==> src/ddr_burst_pkg.sv <==
// constants and types of the ddr3 burst read/write engine
// assumes: one system clock domain; pins arrive unsynchronised
package ddr_burst_pkg;

  // ----------------------------------------------------------------
  // widths and field positions
  // ----------------------------------------------------------------
  localparam int unsigned DQ_W          = 8;
  localparam int unsigned BANK_W        = 3;
  localparam int unsigned ADDR_W        = 14;
  localparam int unsigned COL_W         = 5;
  localparam int unsigned IDX_W         = BANK_W + COL_W;
  localparam int unsigned BURST_SEL_BIT = 12;
  localparam int unsigned MR_BL_LSB     = 0;
  localparam int unsigned FIFO_DEPTH    = 32;

  // ----------------------------------------------------------------
  // mode register zero burst length codes
  // ----------------------------------------------------------------
  localparam logic [1:0] BL_FIXED8  = 2'h0;
  localparam logic [1:0] BL_OTF     = 2'h1;
  localparam logic [1:0] BL_FIXED4  = 2'h2;
  localparam logic [1:0] MR_BL_RESET = BL_FIXED8;

  // ----------------------------------------------------------------
  // counts, in link clock cycles or beats
  // ----------------------------------------------------------------
  localparam logic [3:0] BEATS_CHOP    = 4'h4;
  localparam logic [3:0] BEATS_FULL    = 4'h8;
  localparam logic [3:0] READ_LATENCY  = 4'h6;
  localparam logic [3:0] WRITE_LATENCY = 4'h5;
  localparam logic [4:0] WR_TIMEOUT    = 5'h0C;

  // ----------------------------------------------------------------
  // command codes {cs_n, ras_n, cas_n, we_n}
  // ----------------------------------------------------------------
  localparam logic [3:0] CMD_MODE  = 4'h0;
  localparam logic [3:0] CMD_READ  = 4'h5;
  localparam logic [3:0] CMD_WRITE = 4'h4;

  typedef enum logic [1:0] {PH_IDLE, PH_WAIT, PH_BURST} phase_t;

  typedef struct packed {
    logic              cs_n;
    logic              ras_n;
    logic              cas_n;
    logic              we_n;
    logic [BANK_W-1:0] bank;
    logic [ADDR_W-1:0] addr;
  } cmd_pins_t;

  typedef struct packed {
    logic [IDX_W-1:0] idx;
    logic [DQ_W-1:0]  data;
  } wr_beat_t;

  typedef struct packed {
    logic             ck1, ck2, ck3;
    logic             dqs1, dqs2, dqs3;
    cmd_pins_t        cmd1, cmd2;
    logic [DQ_W-1:0]  dq1, dq2;
    logic [1:0]       mr_bl;
    phase_t           rd_ph;
    logic [3:0]       rd_cnt;
    logic [3:0]       rd_left;
    logic [IDX_W-1:0] rd_base;
    logic [2:0]       rd_off;
    phase_t           wr_ph;
    logic [3:0]       wr_cnt;
    logic [3:0]       wr_left;
    logic [IDX_W-1:0] wr_base;
    logic [2:0]       wr_off;
    logic [4:0]       wr_timer;
    logic [DQ_W-1:0]  dq_out;
    logic             dq_oe;
    logic             dqs_out;
    logic             dqs_oe;
    logic             overrun;
  } engine_state_t;

endpackage

==> src/burst_fifo.sv <==
// first-in first-out buffer for captured write beats
// assumes: depth is a power of two; same clock on both sides
`timescale 1ns/1ps
module burst_fifo #(
  parameter int unsigned WIDTH = 16,
  parameter int unsigned DEPTH = 32
) (
  input  wire logic             clk_sys,
  input  wire logic             reset,
  input  wire logic             in_valid,
  input  wire logic [WIDTH-1:0] in_data,
  output logic                  in_ready,
  output logic                  out_valid,
  output logic      [WIDTH-1:0] out_data,
  input  wire logic             out_ready
);
  localparam int unsigned      PTR_W      = $clog2(DEPTH);
  localparam logic [PTR_W:0]   FULL_COUNT = (PTR_W+1)'(DEPTH);

  typedef struct packed {
    logic [PTR_W-1:0] wr_ptr;
    logic [PTR_W-1:0] rd_ptr;
    logic [PTR_W:0]   count;
  } fifo_state_t;

  fifo_state_t      s;
  fifo_state_t      next_s;
  logic [WIDTH-1:0] store [DEPTH];
  logic             push;
  logic             pop;

  assign in_ready  = (s.count != FULL_COUNT);
  assign out_valid = (s.count != '0);
  assign out_data  = store[s.rd_ptr];
  assign push      = in_valid && in_ready;
  assign pop       = out_valid && out_ready;

  always_comb begin
    next_s = s;
    if (push) begin
      next_s.wr_ptr = s.wr_ptr + PTR_W'(1);
    end
    if (pop) begin
      next_s.rd_ptr = s.rd_ptr + PTR_W'(1);
    end
    if (push && !pop) begin
      next_s.count = s.count + (PTR_W+1)'(1);
    end else if (pop && !push) begin
      next_s.count = s.count - (PTR_W+1)'(1);
    end
  end

  always_ff @(posedge clk_sys or posedge reset) begin
    if (reset) begin
      s <= '0;
    end else begin
      s <= next_s;
    end
  end

  always_ff @(posedge clk_sys) begin
    if (push) begin
      store[s.wr_ptr] <= in_data;
    end
  end

endmodule

==> src/ddr_burst_engine.sv <==
// ddr3 device-side burst engine: command decode, read and write bursts
// assumes: link clock, strobe, data and command pins are asynchronous to
// clk_sys and run at least eight times slower than it
`timescale 1ns/1ps

// Operation
// the controller spaces a precharge after a read to the same bank by additive latency plus read-to-precharge delay.
// the controller takes that read-to-precharge delay as at least four link cycles and at least 7.5 ns.
// the controller also keeps the activate-to-precharge minimum when precharging after a read.
// the controller re-activates a bank only after both precharge time and row cycle time have elapsed.
// address bit twelve of each read or write picks a four-beat chop when low and eight beats when high.
// the per-command choice of burst length applies only while the mode burst field holds the on-the-fly code.
// broken write data setup or hold corrupts only the addressed location and the device keeps working.
// broken write strobe timing corrupts only the addressed location and never hangs the device.
// after any other timing violation the controller runs a full reset and initialisation.
// the controller meets strobe timing on every edge of a write burst, shared edges included.
module ddr_burst_engine
  import ddr_burst_pkg::*;
#(
  parameter int unsigned BUF_DEPTH = FIFO_DEPTH
) (
  input  wire logic            clk_sys,
  input  wire logic            reset,
  input  wire logic            ck_link,
  input  wire cmd_pins_t       cmd_pins,
  input  wire logic [DQ_W-1:0] dq_in,
  input  wire logic            dqs_in,
  output logic      [DQ_W-1:0] dq_out,
  output logic                 dq_oe,
  output logic                 dqs_out,
  output logic                 dqs_oe,
  output logic                 write_overrun
);

  // ----------------------------------------------------------------
  // state and storage
  // ----------------------------------------------------------------
  engine_state_t   s;
  engine_state_t   next_s;
  logic [DQ_W-1:0] mem [2**IDX_W];
  wr_beat_t        push_beat;
  logic            push_valid;
  logic            push_ready;
  wr_beat_t        drain_beat;
  logic            drain_valid;
  logic            drain_ready;
  logic            ck_rise;
  logic            ck_edge;
  logic            dqs_edge;
  logic            busy;
  logic [3:0]      cmd_code;
  logic [IDX_W-1:0] rd_idx;
  logic [IDX_W-1:0] wr_idx;

  function automatic logic [3:0] burst_beats(input logic [1:0] mode, input logic sel);
    logic [3:0] beats;
    beats = BEATS_FULL;
    if (mode == BL_FIXED4) begin
      beats = BEATS_CHOP;
    end else if (mode == BL_OTF) begin
      beats = sel ? BEATS_FULL : BEATS_CHOP;
    end
    return beats;
  endfunction

  assign ck_rise  = s.ck2 && !s.ck3;
  assign ck_edge  = s.ck2 ^ s.ck3;
  assign dqs_edge = s.dqs2 ^ s.dqs3;
  assign busy     = (s.rd_ph != PH_IDLE) || (s.wr_ph != PH_IDLE);
  assign cmd_code = {s.cmd2.cs_n, s.cmd2.ras_n, s.cmd2.cas_n, s.cmd2.we_n};
  assign rd_idx   = {s.rd_base[IDX_W-1:3], s.rd_base[2:0] + s.rd_off};
  assign wr_idx   = {s.wr_base[IDX_W-1:3], s.wr_base[2:0] + s.wr_off};

  // ----------------------------------------------------------------
  // next state
  // ----------------------------------------------------------------
  always_comb begin
    next_s     = s;
    push_valid = 1'b0;
    push_beat  = '{idx: wr_idx, data: s.dq2};
    next_s.ck1  = ck_link;
    next_s.ck2  = s.ck1;
    next_s.ck3  = s.ck2;
    next_s.dqs1 = dqs_in;
    next_s.dqs2 = s.dqs1;
    next_s.dqs3 = s.dqs2;
    next_s.cmd1 = cmd_pins;
    next_s.cmd2 = s.cmd1;
    next_s.dq1  = dq_in;
    next_s.dq2  = s.dq1;

    // command decode; commands during a running burst are ignored
    if (ck_rise && !busy) begin
      if (cmd_code == CMD_MODE && s.cmd2.bank == '0) begin
        next_s.mr_bl = s.cmd2.addr[MR_BL_LSB +: 2];
      end else if (cmd_code == CMD_READ) begin
        next_s.rd_ph   = PH_WAIT;
        next_s.rd_cnt  = READ_LATENCY;
        next_s.rd_left = burst_beats(s.mr_bl, s.cmd2.addr[BURST_SEL_BIT]);  // see
        next_s.rd_base = {s.cmd2.bank, s.cmd2.addr[COL_W-1:0]};
        next_s.rd_off  = '0;
      end else if (cmd_code == CMD_WRITE) begin
        next_s.wr_ph    = PH_WAIT;
        next_s.wr_cnt   = WRITE_LATENCY;
        next_s.wr_left  = burst_beats(s.mr_bl, s.cmd2.addr[BURST_SEL_BIT]);  // see
        next_s.wr_base  = {s.cmd2.bank, s.cmd2.addr[COL_W-1:0]};
        next_s.wr_off   = '0;
        next_s.wr_timer = '0;
      end
    end

    // read burst: preamble one link cycle early, then a beat per edge
    unique case (s.rd_ph)
      PH_IDLE: begin
      end
      PH_WAIT: begin
        if (ck_rise) begin
          next_s.rd_cnt = s.rd_cnt - 4'h1;
          if (s.rd_cnt == 4'h2) begin
            next_s.dqs_oe  = 1'b1;
            next_s.dqs_out = 1'b0;
          end
          if (s.rd_cnt == 4'h1) begin
            next_s.rd_ph   = PH_BURST;
            next_s.dq_out  = mem[rd_idx];
            next_s.dq_oe   = 1'b1;
            next_s.dqs_oe  = 1'b1;
            next_s.dqs_out = 1'b1;
            next_s.rd_off  = s.rd_off + 3'h1;
            next_s.rd_left = s.rd_left - 4'h1;
          end
        end
      end
      PH_BURST: begin
        if (ck_edge) begin
          if (s.rd_left == 4'h0) begin
            next_s.rd_ph   = PH_IDLE;
            next_s.dq_oe   = 1'b0;
            next_s.dqs_oe  = 1'b0;
            next_s.dqs_out = 1'b0;
          end else begin
            next_s.dq_out  = mem[rd_idx];
            next_s.dqs_out = !s.dqs_out;
            next_s.rd_off  = s.rd_off + 3'h1;
            next_s.rd_left = s.rd_left - 4'h1;
          end
        end
      end
    endcase

    // write burst: beats on strobe edges, watchdog closes it regardless
    if (s.wr_ph != PH_IDLE && ck_rise) begin
      next_s.wr_timer = s.wr_timer + 5'h1;
    end
    unique case (s.wr_ph)
      PH_IDLE: begin
      end
      PH_WAIT: begin
        if (ck_rise) begin
          next_s.wr_cnt = s.wr_cnt - 4'h1;
          if (s.wr_cnt == 4'h1) begin
            next_s.wr_ph = PH_BURST;
          end
        end
      end
      PH_BURST: begin
        if (dqs_edge) begin
          push_valid     = 1'b1;
          next_s.wr_off  = s.wr_off + 3'h1;
          next_s.wr_left = s.wr_left - 4'h1;
          if (s.wr_left == 4'h1) begin
            next_s.wr_ph = PH_IDLE;
          end
          if (!push_ready) begin
            next_s.overrun = 1'b1;
          end
        end
      end
    endcase
    if (s.wr_ph != PH_IDLE && s.wr_timer >= WR_TIMEOUT) begin
      next_s.wr_ph = PH_IDLE;
    end
  end

  always_ff @(posedge clk_sys or posedge reset) begin
    if (reset) begin
      s       <= '0;
      s.mr_bl <= MR_BL_RESET;
    end else begin
      s <= next_s;
    end
  end

  // ----------------------------------------------------------------
  // write beat buffer and array update
  // ----------------------------------------------------------------
  assign drain_ready = (s.rd_ph != PH_BURST);

  burst_fifo #(
    .WIDTH ($bits(wr_beat_t)),
    .DEPTH (BUF_DEPTH)
  ) u_beat_fifo (
    .clk_sys   (clk_sys),
    .reset     (reset),
    .in_valid  (push_valid),
    .in_data   (push_beat),
    .in_ready  (push_ready),
    .out_valid (drain_valid),
    .out_data  (drain_beat),
    .out_ready (drain_ready)
  );

  always_ff @(posedge clk_sys) begin
    if (drain_valid && drain_ready) begin
      mem[drain_beat.idx] <= drain_beat.data;
    end
  end

  assign dq_out        = s.dq_out;
  assign dq_oe         = s.dq_oe;
  assign dqs_out       = s.dqs_out;
  assign dqs_oe        = s.dqs_oe;
  assign write_overrun = s.overrun;

  logic rd_take;
  logic wr_take;
  assign rd_take = ck_rise && !busy && cmd_code == CMD_READ;
  assign wr_take = ck_rise && !busy && cmd_code == CMD_WRITE;
endmodule

==> config.mk <==
export PLATFORM = sky130hd
export DESIGN_NAME = ddr_burst_engine
export DESIGN_NICKNAME = d
export VERILOG_FILES = /design/src/ddr_burst_pkg.sv /design/src/burst_fifo.sv /design/src/ddr_burst_engine.sv
export SDC_FILE = /design/constraint.sdc
export NUM_CORES = 2
export LEC_CHECK = 0
export ABC_AREA = 1
export ABC_CLOCK_PERIOD_IN_PS = 5700
export BUFFER_PORTS_ARGS = -buffer_cell sky130_fd_sc_hd__clkbuf_2
export CAP_MARGIN = 10
export CORE_UTILIZATION = 55
export CTS_CLUSTER_SIZE = 24
export DETAILED_ROUTE_END_ITERATION = 16
export PLACE_DENSITY = 0.79
export SYNTH_ARGS = -nofsm -noshare
export SYNTH_HDL_FRONTEND = slang
export SYNTH_HIERARCHICAL = 1
export SYNTH_SLANG_ARGS = --single-unit
==> constraint.sdc <==
create_clock -name clk_sys -period 5.7 [get_ports clk_sys]
set_input_delay 0.57 -clock clk_sys [delete_from_list [all_inputs] [get_ports clk_sys]]
set_output_delay 0.57 -clock clk_sys [all_outputs]
set_load 0.05 [all_outputs]
* Yosys cells after proc, flatten, opt, wreduce, memory -nomap -nowiden
Memories as Yosys holds them, arrays and structs flattened.
Index checks and enable logic that the tools add are counted.
** Operators by class
- Add/subtract/negate cells :: 13
- Bitwise gates (word level) :: 5
- $lt $le $gt $ge :: 1
- Eq/ne operators :: 22
- Mux-type cells :: 51
- Reductions and logical operators :: 34
** Operators by type and width (number)
- 47-bit two-way mux :: 2
- 26-bit two-way mux :: 2
- 4-bit two-way mux :: 10
- 11-bit two-way mux :: 3
- 11-bit case mux with 2 select lines :: 1
- 21-bit two-way mux :: 1
- 3-bit two-way mux :: 6
- 6-bit two-way mux :: 3
- 2-bit two-way mux :: 8
- 4-bit by 1-bit subtractor with 4-bit output, second input constant :: 4
- 5-bit by 1-bit adder with 5-bit output, second input constant :: 3
- 5-bit AND reduction :: 3
- 2-bit != test, second input constant :: 7
- 4-bit by 1-bit equality test with 1-bit output, second input constant :: 3
- 4-bit AND reduction :: 3
- 2-bit nonzero test :: 6
- 10-bit two-way mux :: 1
- 1-bit logical AND :: 9
- 4-bit by 3-bit equality test with 1-bit output, second input constant :: 2
- 4-bit logical NOT :: 2
- 1-bit two-way mux :: 8
- 8-bit two-way mux :: 1
- 2-bit case mux with 2 select lines :: 2
- 4-bit case mux with 2 select lines :: 1
- 21 further kinds :: 35
** Storage, ports and cells
- Bits in registers :: 139
- Logic and storage cells :: 168
- Memories :: 2
- Output and inout bits :: 12
- Bits in writable memories :: 2560
- Input port bits :: 33
** Memory list
- mem :: depth 256, bits a word 8, read ports 1, clocked after Yosys merged registers in 0, write ports 1, RTL line ddr_burst_engine.sv:40 : logic [DQ_W-1:0] mem [2**IDX_W];
- u_beat_fifo.store :: depth 32, bits a word 16, read ports 1, clocked after Yosys merged registers in 0, write ports 1, RTL line burst_fifo.sv:28 : logic [WIDTH-1:0] store [DEPTH];

* Logic depth before layout (Yosys ltp)
- Word-level depth :: 11
- Gate-level depth with buffers :: 20
- Gate-level depth less buffers :: 18

* Cells and area by module
The synthesis kept the hierarchy.
** By module, submodules not included
- ddr_burst_engine :: area an instance 91216.2 um^2, seq. area each 64226.6 um^2, cells each 8271, instances 1
- burst_fifo :: area an instance 22704.3 um^2, seq. area each 15775.1 um^2, cells each 2125, instances 1

* Worst setup path before layout
Ideal clock, no wire load.
- Kind :: register -> register
- Start point :: register u_beat_fifo/s[6] (netlist name)
- End point :: memory mem[0][5], data pin
- Data arrival time :: 3.945 ns
- Cell stages (with the launch flop) :: 13
- Period minus slack after synthesis :: 4.718 ns
- Buffers on the path :: 3
- Setup time :: 0.772 ns
- Path slack :: 0.982 ns
- Required time :: 4.928 ns
- Cells stage by stage :: dfrtp_1 -> buf_6 -> inv_4 -> buf_6 -> buf_6 -> nand2_1 -> nand2_1 -> nand2_1 -> a21oi_1 -> nor2_1 -> nand2_1 -> nand2_1 -> inv_1
** RTL lines
- from (decl) :: RTL line burst_fifo.sv:26 : fifo_state_t s;
- from (signal assigned) :: RTL line burst_fifo.sv:57 : s <= next_s;
- to (decl) :: RTL line ddr_burst_engine.sv:40

==> out/results.txt <==
Final setup fails: 0
VDD IR max: 0.6921 mV
Routability cong.: 0.8857
#FFs+latches synth: 2685
Grt ovf: 0
Worst R2R Setup Slack: 1.05 ns
Post-CTS sizing: 0
Post-synthesis cell count: 10400
Clk slew on worst S/H paths: 0.07 ns
Worst slew pin tran: 1.326 ns
Net switching power figure: 27.54 mW
Combinational family with the most area after synthesis: simple AND/OR/NAND/NOR gates
Clock group share of total power: 22.6%
Rows: 166
Drt first pass iters: 7
CP max stage delay: 0.91 ns
Starting Density: 55.51%
Post-synthesis simple-gate area fraction: 21.83%
Register area share after synthesis: 70.23%
Nets: 10460
Detailed Place HPWL: 158800 um
IO Pins: 45
RSZ-0062 raised after global routing: no
Post-CTS Setup Inserts: 0
Synth cell types: 43
Fmax: 215.1 MHz
Count of pins over their slew limit: 0
# hold bufs at CTS: 24
Static Leakage: 48.19 nW
CTS Root Cell: clkbuf_16
Clock sinks: 2685
Routed WL per cell: 21.59 um
Rel. slew slack: 11.57%
Final worst path period need: 4.648 ns
Die span in y: 457.1 um
Die width: 457.1 um
Total CTS buffers: 239
Post-route ant nets: 0
Mapped Area: 113900 um2
Clock skew: 0.06300 ns
Post-Syn Nets: 10460
PwrDens: 560.1 nW/um2
H-Tree Depth: 4
Switching Fraction: 39.19%
Slowest CP cell: dfrtp_4
Post-layout util: 61.14%
Synth Area in XOR/XNOR: 0.1615%
WP data required: 6.21 ns
Initial antenna violation count: 4
Critical Path Fanout Max: 95
Synth warn: 6
DRT iter0 DRCs: 10180
Gr usage total: 26.99%
Vias per cell: 5.828
Most used cell, CP: nand2_1
Share of layout cells above drive strength 1: 8.903%
Combinational power share: 36.0%
Run status: complete, no violations
CTS Buffer Depth: 3
Clk Latency, worst-skew pair: 0.90 ns
Input/output buffers: 36
Crit share post-route: 81.55%
Setup ws final: 1.052 ns
Setup TNS: 0 ns
DRC Markers: 0
Vias: 77400
Syn_area_per_cell: 10.96 um2
Arrival @ worst endpoint: 5.16 ns
Commonest cells after routing, fill and taps aside: nand2_1 (3088), edfxtp_1 (2560), nand3_1 (1709)
Worst min path class: input pin to flip-flop
Final wirelength: 286800 um
First-pass GRT wire length: 433000 um
Die area: 209000 um2
Hold Worst Slack: 0.3123 ns
Area Overhead vs Synth: 10.13%
Vias in the first global route: 75300
Critical path launch point type: flip-flop
CP Class: flip-flop to flip-flop
CTS tree: done
CP Capture Type: flip-flop
Largest net degree at the start of global routing: 278
Max cap viols: 0
Pint: 42.73 mW
FILL cells: 14710
Critical-path cell list: buf_12, nand2_1, nand2_1, nand2_1, nand3_1, nand3_1, nand2_1, nand2_1, inv_1, inv_1, nor2_1, inv_1, nor2_1, nand2_1, nor2_1
Commonest non-fill, non-tap cell in the layout: nand2_1
Synthesized-area fraction occupied by adder cells: 0.3932%
Reg power frac: 41.4%
Post-synthesis compound-gate area fraction: 1.678%
Post-synthesis mux area share: 0.01867%
Hold Violations, Final: 0
Core area: 205200 um2
Setup WS pre-CTS: 1.227 ns
[power groups by stage]
stage	clock, mW	sequential [mW]	combinational, mW
4_1_cts	15.9	29.1	24.6
5_1_grt	16.7	29.2	26.7
6_report	15.9	29.1	25.3
2_1_floorplan	0	29.3	13.8
3_3_place_gp	0	29.4	23.5
3_5_place_dp	0	29.5	24.4
[worst paths after layout]
check | startpoint | endpoint | cells past startpoint
min in group asynchronous | reset | u_beat_fifo/s[0]$_DFFE_PP0P_ | 3
worst min-delay path | dq_in[3] | next_s[64]$_DFF_PP0_ | 2
worst max register to register | u_beat_fifo/s[6]$_DFFE_PP0P_ | mem[187][1]$_DFFE_PP_ | 15
worst min register to register | next_s[62]$_DFF_PP0_ | push_beat[1]$_DFF_PP0_ | 0
max in group asynchronous | reset | rd_idx[3]$_DFFE_PP0P_ | 4
worst max-delay path | u_beat_fifo/s[6]$_DFFE_PP0P_ | mem[187][1]$_DFFE_PP_ | 15
[cell families (layout without fill, tap and decap cells)]
group	count (synthesis)	count (layout)
and+or+nand+nor	5848	5848
DFF	2685	2685
buffers and inverters	1476	1672
AOI/OAI and AO/OA	330	330
adders and majority gates	34	34
xor gates and xnor gates	21	21
muxes	2	2
other	0	1
[layer usage]
metal	part of all wire, %	vias up	wire length [um]	track usage (%)
met2	48	4630	137400	43.85
met3	11	833	31010	4.964
met4	5.3	8	15080	14.07
met1	36	37090	103300	34.73
li1	-	34840	-	-
met5	0.023	-	66	0
[synth_stat cells (all sizes together)]
library cell     n  area share, %
xnor2            9          0.069
fa               3          0.053
nor3            37           0.16
nand4            1         0.0055
xor2            12          0.092
or2            287            1.6
dfrtp          125            2.7
mux2             1         0.0099
mux2i            1         0.0088
nor2           721            2.4
ha              31           0.34
nand3         1709            7.5
buf            458            2.3
nand2         3091             10
o211ai          84           0.56
clkinv           6          0.020
nor4             1         0.0055
o31ai            2          0.013
o221ai           1         0.0077
o32ai            1         0.0077
inv            865            2.9
o21bai           1         0.0066
a21oi           52           0.23
o22ai            6          0.033
a32oi            1         0.0077
nor4b            1         0.0077
edfxtp        2560             67
o21ai          173           0.76
clkbuf         147           0.48
a311oi           1         0.0077
a31oi            4          0.022
a22oi            4          0.026
[metrics by stage]
| step | total power [mW] | std cells | area [um2] |
|---|---|---|---|
| floorplan | 43.06 | 10400 | 113900 |
| global placement | 52.93 | 12810 | 117400 |
| detailed placement | 53.83 | 12810 | 117400 |
| CTS | 69.60 | 13280 | 125400 |
| global route | 72.54 | 13280 | 125500 |
| finish | 70.27 | 13280 | 125500 |
[flip-flops by register name (all words and copies together) (netlist names), 4 cells and up, named ones only]
register	cells
rd_idx	5
push_beat	13
mem	2048
cmd_code	4
u_beat_fifo/store	512
u_beat_fifo/s	16
next_s	25
dq_out	8
s	49
[worst max-delay path, delay by kind of cell (launching register included)]
kind,cells,cell delay (ns)
buffers and inverters,4,0.76
flip-flops,1,0.91
AND/OR/NAND/NOR,11,2.51
[final cells by class]
type                    count  area (um2)  share of cell area, %
diodes                      1       2.502               0.001995
clock buffers             299        6456                  5.146
clock inverters           143        1289                  1.027
inverters                 871        3366                  2.683
multi-input cells        6235       27680                  22.07
flip-flops and latches   2685       80010                  63.78
well taps                2688        3363                  2.681
repair buffers            359        3288                  2.621
(Power assumes the default switching activity.)
